### src/assl_pkg.sv
// package: constants, encodings and types of the axis status low bits block
// How it works
// RQ1 - state field sits at status bits five, four
// RQ2 - geared move codes ratio rest, rise, hold, fall
// RQ3 - speed control codes target speed the same way
// RQ4 - open loop codes the drive ramp likewise
// RQ5 - sine move: done, accelerating, decelerating, no hold
// RQ6 - continuous sine: first or second phase half
// RQ7 - spline move keeps state field at zero
// RQ8 - closed-loop halt: decelerating, then zero
// RQ9 - field zero at move end, load, reset
// RQ10 - bit three set whenever axis is open loop
// RQ11 - only closed-loop commands clear open loop bit
// RQ12 - disable or hard stop nulls drive, soft ramps
// RQ13 - open loop command ramps drive at given rates
// RQ14 - bit two set by halt or stop errors
// RQ15 - halt cleared only by error clearing commands
// RQ16 - halted with field zero freezes the integrator
// RQ17 - stopped bit with 50/130 speed hysteresis, unlatched
// RQ18 - in position needs window and closed-loop stop
// RQ19 - closed-loop stopped states listed, gearing excluded
// RQ20 - in position unlatched, drops on leaving window
// RQ21 - all bits re-evaluated once per loop update
package assl_pkg;
  // clock and ramp timing
  localparam int unsigned CLK_HZ = 200_000_000;
  localparam int unsigned RAMP_STEP_MS = 1;
  localparam int unsigned MS_CYCLES = CLK_HZ / 1000 * RAMP_STEP_MS;
  localparam logic [15:0] SOFT_RAMP_MV = 16'h0064;
  // speed thresholds of the stopped bit, position units per second
  localparam logic [31:0] STOP_BELOW = 32'h0000_0032;
  localparam logic [31:0] RUN_ABOVE = 32'h0000_0082;
  // register byte offsets
  localparam logic [7:0] ADR_STATUS = 8'h00;
  localparam logic [7:0] ADR_COMMAND = 8'h04;
  localparam logic [7:0] ADR_CMD_VALUE = 8'h08;
  localparam logic [7:0] ADR_ACCEL = 8'h0C;
  localparam logic [7:0] ADR_DECEL = 8'h10;
  localparam logic [7:0] ADR_NULL_DRIVE = 8'h14;
  localparam logic [7:0] ADR_INPOS_WIN = 8'h18;
  localparam logic [7:0] ADR_DRIVE = 8'h1C;
  // status bit positions
  localparam int unsigned ST_INPOS = 0;
  localparam int unsigned ST_STOPPED = 1;
  localparam int unsigned ST_HALT = 2;
  localparam int unsigned ST_OPEN = 3;
  localparam int unsigned ST_FIELD_LO = 4;
  // command register layout
  localparam int unsigned GO_GEAR_BIT = 8;
  localparam int unsigned GO_ROT_BIT = 9;
  localparam logic [7:0] CMD_PARAM_LOAD = 8'h01;
  localparam logic [7:0] CMD_POS_RESET = 8'h02;
  localparam logic [7:0] CMD_GO = 8'h03;
  localparam logic [7:0] CMD_REL_MOVE = 8'h04;
  localparam logic [7:0] CMD_SPLINE = 8'h05;
  localparam logic [7:0] CMD_SINE = 8'h06;
  localparam logic [7:0] CMD_OPEN_LOOP = 8'h07;
  localparam logic [7:0] CMD_DISABLE = 8'h08;
  localparam logic [7:0] CMD_HALT = 8'h09;
  localparam logic [7:0] CMD_SINE_CONT = 8'h30;
  localparam logic [3:0] CMD_AXIS_REL_HI = 4'hC;
  // reset values
  localparam logic [31:0] RST_INPOS_WIN = 32'h0000_0010;
  // state field codes
  localparam logic [1:0] FLD_REST = 2'h0;
  localparam logic [1:0] FLD_RISE = 2'h1;
  localparam logic [1:0] FLD_HOLD = 2'h2;
  localparam logic [1:0] FLD_FALL = 2'h3;
  // move type, one-hot
  typedef enum logic [8:0] {
    MV_IDLE = 9'h001,
    MV_P2P = 9'h002,
    MV_GEAR = 9'h004,
    MV_SPEED = 9'h008,
    MV_OPEN = 9'h010,
    MV_SINE = 9'h020,
    MV_SINEC = 9'h040,
    MV_SPLINE = 9'h080,
    MV_HALT = 9'h100
  } assl_move_e;
endpackage : assl_pkg

### src/assl_axis_status.sv
// module: low status bits, drive ramp and integrator freeze of one axis
`timescale 1ns/1ps
module assl_axis_status #(
  parameter int unsigned MS_CYCLES = assl_pkg::MS_CYCLES
) (
  // clock and reset
  input wire logic clk,
  input wire logic reset,
  // wishbone slave
  input wire logic [7:0] wb_adr_i,
  input wire logic [31:0] wb_dat_i,
  output logic [31:0] wb_dat_o,
  input wire logic wb_we_i,
  input wire logic [3:0] wb_sel_i,
  input wire logic wb_stb_i,
  input wire logic wb_cyc_i,
  output logic wb_ack_o,
  // control loop samples
  input wire logic loop_tick,
  input wire logic [31:0] actual_speed,
  input wire logic [31:0] actual_pos,
  input wire logic [31:0] command_pos,
  // target generator progress
  input wire logic tg_busy,
  input wire logic tg_rising,
  input wire logic tg_falling,
  input wire logic tg_req_nonzero,
  input wire logic tg_upper_half,
  // internal stop events
  input wire logic hard_stop,
  input wire logic soft_stop,
  input wire logic soft_stop_xdcr,
  // results
  output logic [5:0] status_bits,
  output logic [15:0] drive_mv,
  output logic integ_freeze,
  output logic tg_start,
  output logic [8:0] tg_move
);

  ////////////////////////////////////////////////////////////////////////////
  // state

  // every flip-flop of the block
  typedef struct packed {
    logic ack;
    logic [31:0] rdata;
    logic [15:0] cmd_value;
    logic [15:0] accel;
    logic [15:0] decel;
    logic [15:0] null_drv;
    logic [31:0] window;
    logic [15:0] drive;
    logic [15:0] ramp_tgt;
    logic [15:0] ramp_up;
    logic [15:0] ramp_dn;
    logic [31:0] ms_cnt;
    assl_pkg::assl_move_e move;
    logic open_loop;
    logic halt;
    logic start;
    logic freeze;
    logic [5:0] status;
  } assl_state_s;

  assl_state_s r_reg; // registered state
  assl_state_s r_next; // next state

  ////////////////////////////////////////////////////////////////////////////
  // functions

  // magnitude of a signed word
  function automatic logic [31:0] assl_abs(input logic [31:0] v);
    assl_abs = v[31] ? 32'(-v) : v;
  endfunction : assl_abs

  // byte-lane merge of a 16-bit register
  function automatic logic [15:0] assl_wr16(input logic [15:0] old, input logic [31:0] d,
                                            input logic [3:0] sel);
    assl_wr16 = old;
    if (sel[0]) begin
      assl_wr16[7:0] = d[7:0];
    end
    if (sel[1]) begin
      assl_wr16[15:8] = d[15:8];
    end
  endfunction : assl_wr16

  // one ramp step of the drive toward its target, signed millivolts
  function automatic logic [15:0] assl_step(input logic [15:0] cur, input logic [15:0] tgt,
                                            input logic [15:0] up, input logic [15:0] dn);
    logic signed [17:0] c;
    logic signed [17:0] t;
    logic signed [17:0] s;
    c = 18'(signed'(cur));
    t = 18'(signed'(tgt));
    s = c;
    if (c < t) begin
      s = c + 18'({2'h0, up});
      if (s > t) begin
        s = t;
      end
    end else if (c > t) begin
      s = c - 18'({2'h0, dn});
      if (s < t) begin
        s = t;
      end
    end
    assl_step = s[15:0];
  endfunction : assl_step

  ////////////////////////////////////////////////////////////////////////////
  // next-state logic

  // bus decode, command handling, stop events, ramp and status snapshot
  always_comb begin
    logic req;
    logic cmd_wr;
    logic [7:0] code;
    logic [15:0] ol_tgt;
    logic [31:0] off_now;
    logic [31:0] off_tgt;
    logic [1:0] fld;
    logic stopped;
    logic cl_stop;
    req = 1'b0;
    cmd_wr = 1'b0;
    code = 8'h00;
    ol_tgt = 16'h0000;
    off_now = 32'h0000_0000;
    off_tgt = 32'h0000_0000;
    fld = assl_pkg::FLD_REST;
    stopped = 1'b0;
    cl_stop = 1'b0;
    r_next = r_reg;
    r_next.start = 1'b0;
    // classic single cycle: answer one edge after the request
    req = wb_cyc_i && wb_stb_i && !r_reg.ack;
    r_next.ack = req;
    if (req && !wb_we_i) begin
      // read data, unmapped words read as zero
      case (wb_adr_i)
        assl_pkg::ADR_STATUS: r_next.rdata = {26'h000_0000, r_reg.status};
        assl_pkg::ADR_CMD_VALUE: r_next.rdata = {16'h0000, r_reg.cmd_value};
        assl_pkg::ADR_ACCEL: r_next.rdata = {16'h0000, r_reg.accel};
        assl_pkg::ADR_DECEL: r_next.rdata = {16'h0000, r_reg.decel};
        assl_pkg::ADR_NULL_DRIVE: r_next.rdata = {16'h0000, r_reg.null_drv};
        assl_pkg::ADR_INPOS_WIN: r_next.rdata = r_reg.window;
        assl_pkg::ADR_DRIVE: r_next.rdata = {16'h0000, r_reg.drive};
        default: r_next.rdata = 32'h0000_0000;
      endcase
    end
    if (req && wb_we_i) begin
      // writes, read-only and unmapped words ignore them
      case (wb_adr_i)
        assl_pkg::ADR_COMMAND: cmd_wr = wb_sel_i[0];
        assl_pkg::ADR_CMD_VALUE: r_next.cmd_value = assl_wr16(r_reg.cmd_value, wb_dat_i, wb_sel_i);
        assl_pkg::ADR_ACCEL: r_next.accel = assl_wr16(r_reg.accel, wb_dat_i, wb_sel_i);
        assl_pkg::ADR_DECEL: r_next.decel = assl_wr16(r_reg.decel, wb_dat_i, wb_sel_i);
        assl_pkg::ADR_NULL_DRIVE: r_next.null_drv = assl_wr16(r_reg.null_drv, wb_dat_i, wb_sel_i);
        assl_pkg::ADR_INPOS_WIN: begin
          r_next.window[15:0] = assl_wr16(r_reg.window[15:0], wb_dat_i, wb_sel_i);
          r_next.window[31:16] = assl_wr16(r_reg.window[31:16], {16'h0000, wb_dat_i[31:16]},
                                           {2'h0, wb_sel_i[3:2]});
        end
        default: cmd_wr = 1'b0;
      endcase
    end
    code = wb_dat_i[7:0];
    // open-loop target is the command value plus null drive
    ol_tgt = r_reg.cmd_value + r_reg.null_drv;
    if (cmd_wr) begin
      // command execution
      if (code == assl_pkg::CMD_PARAM_LOAD || code == assl_pkg::CMD_POS_RESET) begin
        r_next.open_loop = 1'b0; // [RQ11]
        r_next.halt = 1'b0; // [RQ15]
        r_next.move = assl_pkg::MV_IDLE; // [RQ9]
      end else if (code == assl_pkg::CMD_GO || code == assl_pkg::CMD_REL_MOVE ||
                   code[7:4] == assl_pkg::CMD_AXIS_REL_HI || code == assl_pkg::CMD_SPLINE ||
                   code == assl_pkg::CMD_SINE) begin
        r_next.open_loop = 1'b0; // [RQ11]
        r_next.halt = 1'b0; // [RQ15]
        r_next.start = 1'b1;
        if (code == assl_pkg::CMD_SPLINE) begin
          r_next.move = assl_pkg::MV_SPLINE;
        end else if (code == assl_pkg::CMD_SINE) begin
          r_next.move = assl_pkg::MV_SINE;
        end else if (code == assl_pkg::CMD_GO && wb_sel_i[1] && wb_dat_i[assl_pkg::GO_GEAR_BIT]) begin
          r_next.move = assl_pkg::MV_GEAR;
        end else if (code == assl_pkg::CMD_GO && wb_sel_i[1] && wb_dat_i[assl_pkg::GO_ROT_BIT]) begin
          r_next.move = assl_pkg::MV_SPEED;
        end else begin
          r_next.move = assl_pkg::MV_P2P;
        end
      end else if (code == assl_pkg::CMD_SINE_CONT) begin
        // continuous sine runs only from closed loop
        if (!r_reg.open_loop) begin
          r_next.move = assl_pkg::MV_SINEC;
          r_next.start = 1'b1;
        end
      end else if (code == assl_pkg::CMD_OPEN_LOOP) begin
        r_next.open_loop = 1'b1; // [RQ10]
        r_next.move = assl_pkg::MV_OPEN;
        r_next.ramp_tgt = ol_tgt; // [RQ13]
        r_next.ramp_up = r_reg.accel; // [RQ13]
        r_next.ramp_dn = r_reg.decel; // [RQ13]
      end else if (code == assl_pkg::CMD_DISABLE) begin
        r_next.open_loop = 1'b1; // [RQ10]
        r_next.move = assl_pkg::MV_OPEN;
        r_next.drive = r_reg.null_drv; // [RQ12]
        r_next.ramp_tgt = r_reg.null_drv; // [RQ12]
      end else if (code == assl_pkg::CMD_HALT) begin
        r_next.halt = 1'b1; // [RQ14]
        if (!r_reg.open_loop) begin
          r_next.move = assl_pkg::MV_HALT; // [RQ8]
          r_next.start = 1'b1;
        end
      end
    end
    // stop events come after commands so that a set wins over a clear
    if (hard_stop) begin
      r_next.halt = 1'b1; // [RQ14]
      r_next.open_loop = 1'b1; // [RQ10]
      r_next.move = assl_pkg::MV_OPEN;
      r_next.drive = r_reg.null_drv; // [RQ12]
      r_next.ramp_tgt = r_reg.null_drv; // [RQ12]
      r_next.start = 1'b0;
    end else if (soft_stop) begin
      r_next.halt = 1'b1; // [RQ14]
      if (soft_stop_xdcr || r_next.open_loop) begin
        // transducer fault or already open loop: control cannot go on, ramp out
        r_next.open_loop = 1'b1; // [RQ10]
        r_next.move = assl_pkg::MV_OPEN;
        r_next.ramp_tgt = r_reg.null_drv; // [RQ12]
        r_next.ramp_up = assl_pkg::SOFT_RAMP_MV; // [RQ12]
        r_next.ramp_dn = assl_pkg::SOFT_RAMP_MV; // [RQ12]
        r_next.start = 1'b0;
      end else begin
        // closed-loop halt, generator decelerates to zero
        r_next.move = assl_pkg::MV_HALT; // [RQ8]
        r_next.start = 1'b1;
      end
    end
    // millisecond pacing of the drive ramp
    if (r_reg.ms_cnt >= MS_CYCLES - 1) begin
      r_next.ms_cnt = 32'h0000_0000;
      if (r_reg.open_loop && !hard_stop && !(cmd_wr && code == assl_pkg::CMD_DISABLE)) begin
        r_next.drive = assl_step(r_next.drive, r_next.ramp_tgt, r_next.ramp_up, r_next.ramp_dn); // [RQ13]
      end
    end else begin
      r_next.ms_cnt = r_reg.ms_cnt + 32'h0000_0001;
    end
    // state field encoding per move type
    off_now = assl_abs(32'(signed'(r_next.drive - r_next.null_drv)));
    off_tgt = assl_abs(32'(signed'(r_next.ramp_tgt - r_next.null_drv)));
    case (r_next.move)
      assl_pkg::MV_GEAR, assl_pkg::MV_SPEED: begin
        // ratio or speed: rising, falling, or at request
        if (tg_rising) begin
          fld = assl_pkg::FLD_RISE; // [RQ2] [RQ3]
        end else if (tg_falling) begin
          fld = assl_pkg::FLD_FALL; // [RQ2] [RQ3]
        end else begin
          fld = tg_req_nonzero ? assl_pkg::FLD_HOLD : assl_pkg::FLD_REST; // [RQ2] [RQ3]
        end
      end
      assl_pkg::MV_OPEN: begin
        // drive moving away from or toward null
        if (r_next.drive == r_next.ramp_tgt) begin
          fld = (off_tgt != 32'h0000_0000) ? assl_pkg::FLD_HOLD : assl_pkg::FLD_REST; // [RQ4]
        end else begin
          fld = (off_tgt > off_now) ? assl_pkg::FLD_RISE : assl_pkg::FLD_FALL; // [RQ4]
        end
      end
      assl_pkg::MV_SINE: begin
        // accelerating, decelerating or done, never hold
        if (tg_busy) begin
          fld = tg_falling ? assl_pkg::FLD_FALL : assl_pkg::FLD_RISE; // [RQ5]
        end
      end
      assl_pkg::MV_SINEC: begin
        // phase half of the continuous sine
        if (tg_busy) begin
          fld = tg_upper_half ? assl_pkg::FLD_FALL : assl_pkg::FLD_RISE; // [RQ6]
        end
      end
      assl_pkg::MV_P2P: begin
        // stage of a point-to-point move
        if (tg_busy) begin
          fld = tg_rising ? assl_pkg::FLD_RISE : (tg_falling ? assl_pkg::FLD_FALL : assl_pkg::FLD_HOLD);
        end
      end
      assl_pkg::MV_HALT: begin
        // decelerating until target speed is zero
        fld = tg_busy ? assl_pkg::FLD_FALL : assl_pkg::FLD_REST; // [RQ8]
      end
      assl_pkg::MV_SPLINE: fld = assl_pkg::FLD_REST; // [RQ7]
      assl_pkg::MV_IDLE: fld = assl_pkg::FLD_REST; // [RQ9]
      default: fld = assl_pkg::FLD_REST;
    endcase
    // stopped bit follows speed with hysteresis
    stopped = r_reg.status[assl_pkg::ST_STOPPED];
    if (assl_abs(actual_speed) < assl_pkg::STOP_BELOW) begin
      stopped = 1'b1; // [RQ17]
    end else if (assl_abs(actual_speed) > assl_pkg::RUN_ABOVE) begin
      stopped = 1'b0; // [RQ17]
    end
    // closed-loop stopped excludes gearing, open loop and a spline still running
    cl_stop = !r_next.open_loop && fld == assl_pkg::FLD_REST && r_next.move != assl_pkg::MV_GEAR &&
              !(r_next.move == assl_pkg::MV_SPLINE && tg_busy); // [RQ19] [RQ20]
    // one coherent snapshot per loop update
    if (loop_tick) begin
      r_next.status[5:4] = fld; // [RQ1] [RQ21]
      r_next.status[assl_pkg::ST_OPEN] = r_next.open_loop; // [RQ10]
      r_next.status[assl_pkg::ST_HALT] = r_next.halt; // [RQ14]
      r_next.status[assl_pkg::ST_STOPPED] = stopped; // [RQ17]
      r_next.status[assl_pkg::ST_INPOS] = cl_stop &&
        (assl_abs(32'(actual_pos - command_pos)) < r_reg.window); // [RQ18] [RQ20]
      r_next.freeze = r_next.halt && fld == assl_pkg::FLD_REST; // [RQ16]
    end
  end

  ////////////////////////////////////////////////////////////////////////////
  // registers

  // state register with synchronous reset
  always_ff @(posedge clk) begin
    if (reset) begin
      r_reg <= '0;
      r_reg.window <= assl_pkg::RST_INPOS_WIN;
      r_reg.move <= assl_pkg::MV_OPEN;
      r_reg.open_loop <= 1'b1;
      r_reg.status <= 6'h0A;
    end else begin
      r_reg <= r_next;
    end
  end

  // outputs
  assign wb_ack_o = r_reg.ack;
  assign wb_dat_o = r_reg.rdata;
  assign status_bits = r_reg.status;
  assign drive_mv = r_reg.drive;
  assign integ_freeze = r_reg.freeze;
  assign tg_start = r_reg.start;
  assign tg_move = r_reg.move;

  // quiet cycle: no bus write request to any address and no stop event
  logic quiet;
  assign quiet = !(wb_cyc_i && wb_stb_i && wb_we_i && !r_reg.ack) && !hard_stop && !soft_stop;
endmodule : assl_axis_status

### config.mk
export PLATFORM = sky130hd
export DESIGN_NAME = assl_axis_status
export DESIGN_NICKNAME = d
export VERILOG_FILES = /design/src/assl_pkg.sv /design/src/assl_axis_status.sv
export SDC_FILE = /design/constraint.sdc
export NUM_CORES = 1
export LEC_CHECK = 0
export BUFFER_PORTS_ARGS = -buffer_cell sky130_fd_sc_hd__buf_2
export CORE_MARGIN = 5
export CORE_UTILIZATION = 62
export CTS_CLUSTER_DIAMETER = 80
export DETAILED_ROUTE_END_ITERATION = 7
export PLACE_DENSITY = 0.83
export SLEW_MARGIN = 40
export SYNTH_ARGS = -nofsm -noshare
export SYNTH_HDL_FRONTEND = slang
export SYNTH_SLANG_ARGS = --single-unit
### constraint.sdc
create_clock -name clk -period 14.95 [get_ports clk]
set_clock_uncertainty 0.15 [all_clocks]
set_input_delay 2.2425 -clock clk [delete_from_list [all_inputs] [get_ports clk]]
set_output_delay 2.2425 -clock clk [all_outputs]
set_load 0.01 [all_outputs]
==> results by group <==
Run status
  • Outcome: finished, violations left
  • Violated checks: DRC

CTS
  • Root Driver: clkbuf_16
  • Clock transition at path regs: 60 ps
  • TritonCTS Sinks: 244
  • CTS buffer count: 27
  • Worst-Skew Late Latency: 570 ps
  • Postcts setup bufs: 0
  • Clock Path Buffers: 3
  • H-tree levels: 1
  • CTS tree: built

Timing
  • Final Hold Fails: 0
  • Count of final setup violators: 0
  • Slew Viols, Final: 0
  • Slew margin rel.: 33.79%
  • Final Cycle Share: 95.54%
  • Worst-margin pin slew: 982.8 ps
  • Unrepaired setup endpoints after global routing: no
  • Final min period: 14280 ps
  • Highest Clock Rate: 0.07001 GHz
  • Setup TNS: 0 ps

Placement
  • GPL Wtd Cong: 1.134
  • Placed inst area: 23780 um^2
  • Dpl hpwl: 68880 um
  • Port bufs: 219
  • Number of placed cells counting well taps: 3560

Floorplan
  • Initial Utilization: 63.09%
  • Rows: 69
  • Die span in y: 200.5 um
  • Placeable Area: 35660 um^2
  • Horiz. Die Dim: 200.5 um
  • Die footprint: 40190 um^2
  • Top-level port count: 220

Setup path
  • Flop-to-flop setup slack: 2260 ps
  • Crit. End Element: flop
  • CP arrival: 14600 ps
  • CP most frequent cell: o21a_1
  • Crit Path Class: in -> reg
  • Crit Path Max Fanout: 11
  • Critical Path RT: 15270 ps
  • Slowest cell delay on critical path: 630 ps
  • R2r endpoint: status_bits[5]
  • Startpoint Class: primary input
  • Worst r2r path cells: 57
  • Worst flop-to-flop path startpoint: wb_ack_o
  • Slowest CP cell: or4b_4

Min path
  • Worst Hold Launch: wb_dat_o[21]
  • Hold EP: wb_dat_o[21]
  • Worst Hold Depth: 2
  • Tightest Hold Check Type: reg -> reg

Global route
  • Total track usage: 40.72%
  • Largest net degree at the start of global routing: 82
  • Number of global-route vias before repair: 23090
  • Grt ovf: 0
  • Initial antenna violation count: 3
  • Global-route wire length before repair: 131900 um

Logic synthesis
  • Synth Flop Type: dfxtp_1
  • Mux contribution to synthesized area: 4.934%
  • Yosys cell types: 96
  • Syn_area_per_cell: 7.564 um^2
  • Top-area cell type share of the netlist area: 21.72%
  • Top post-synthesis cells by area: dfxtp_1 22%, ha_1 12%, nor2_1 5.5%
  • Largest family of logic cells by synthesized area: simple AND/OR/NAND/NOR gates
  • Top-count cell post-synth: nor2_1
  • Area leader, netlist: dfxtp_1
  • EDFF count, synth: 0
  • Cells after Synth: 2974
  • Post-Synth Adder-Cell Area: 12.77%
  • Synthesized area: 22490 um^2
  • Asr flop ratio synth: 0%
  • Compound-Gate Fraction of Synth Area: 23.33%
  • Simple-Gate Fraction of Synth Area: 24.32%
  • Ys Warns: 0
  • Synth Register Bits: 244
  • Top cells by count, synth: 327 x nor2_1, 306 x nand2_1, 244 x dfxtp_1, 228 x a21oi_1, 220 x ha_1
  • XOR/XNOR Fraction of Synth Area: 6.191%
  • Register area share after synthesis: 21.72%

Route
  • Final wirelength: 87410 um
  • Routed len/inst: 24.20 um
  • Routed Antenna Nets: 0
  • Iter 0 DRT Violations: 3058
  • Vias/cell: 6.786
  • Vias after detailed routing: 24510
  • DRC: 32
  • First drt pass iteration count: 8

Job
  • Max-cap violations: 0

Pwr
  • Peak VDD IR: 0.2020 mV
  • P_leak: 0.01063 uW
  • Overall Power: 3131 uW
  • Power Density: 126.4 nW/um^2

Finish
  • Nets: 3509
  • Share of cells above drive strength 1: 12.99%
  • # fillers: 2974
  • P&R area growth vs syn: 10.10%
  • Final Instance Area: 24770 um^2
  • Max reg flops: 178
  • Layout Cells excl Fill: 3612
-- power breakdown --
group	internal [uW]	switching, uW
clock network	396	301
logic	673	1060
registers	668	31.3
total	1740	1390
-- through the flow --
stage | utilization (%) | hold WS (ps) | setup slack (ps)
after floorplan | - | 275.8 | 1338
after global placement | 66.57 | 286.9 | 797.6
after detailed placement | 66.71 | 297.1 | 264.7
after CTS | 69.28 | 306.4 | 750.7
after global routing | 69.45 | 331.6 | 40.40
final | 69.46 | 303.3 | 667.1
-- layout make-up --
class / instances / area, um^2 / area share [%]
repair buffers: 269 / 1490 / 6.017
clock buffers: 31 / 700.7 / 2.829
well taps: 461 / 576.8 / 2.329
multi-input cells: 2428 / 16290 / 65.79
flip-flops and latches: 244 / 4885 / 19.72
diodes: 3 / 7.507 / 0.03031
inverters: 159 / 596.8 / 2.410
clock inverters: 17 / 216.5 / 0.8740
-- what timing repair did --
| item | in CTS | in global routing |
|---|---|---|
| endpoints found under the hold margin | 0 | 0 |
| setup endpoints to repair | 0 | 1 |
| hold buffers | 0 | 0 |
| resized for setup | 0 | 3 |
-- cell families after synthesis --
group                      after synthesis
and+or+nand+nor                       1132
other                                    2
DFF                                    244
adders and majority gates              226
muxes                                  102
buffers and inverters                  328
AOI/OAI and AO/OA                      781
xor gates and xnor gates               159
-- per-layer routing --
layer  share of wire (%)  vias to the layer above  global-route usage [%]
met5              0.0080                        -                       0
met1                  38                    11430                   52.43
met3                  13                      385                   11.73
met2                  42                     1640                   61.16
li1                    -                    11060                       -
met4                 7.0                        2                   23.23
-- cells in the final DEF, fill, tap and decap left out, drive strengths merged, types with 28 or more instances in the layout --
master	instances
or3	28
o21ai	123
xor2	68
o21a	53
a31oi	33
dfxtp	244
inv	163
a21oi	229
mux2i	85
clkbuf	31
nand4	33
nand2	306
ha	220
xnor2	91
nand2b	29
a211oi	29
nor2b	44
nor4	34
nor2	327
buf	269
o31ai	34
conb	28
a21o	52
nand3	95
nor3	94
-- critical path: cells and delay by family --
kind                     cells  cell delay (ps)
XOR/XNOR                     1              420
buffers and inverters        3              410
AND/OR/NAND/NOR             14             2870
AO/OA/AOI/OAI               34             7440
adder cells (fa/ha/maj)      4             1190
-- worst max path at each step --
stage | from | to | slack [ps] | depth (start not counted)
after detailed placement | wb_dat_i[4] | status_bits[5] | 260 | 55
after CTS | wb_dat_i[4] | status_bits[5] | 750 | 55
after floorplan | wb_adr_i[1] | status_bits[5] | 1340 | 62
after global placement | wb_dat_i[4] | status_bits[5] | 800 | 55
after global routing | wb_dat_i[4] | status_bits[5] | 40 | 56
final | wb_dat_i[4] | status_bits[5] | 670 | 56
Power figures use the tool's default switching activity.
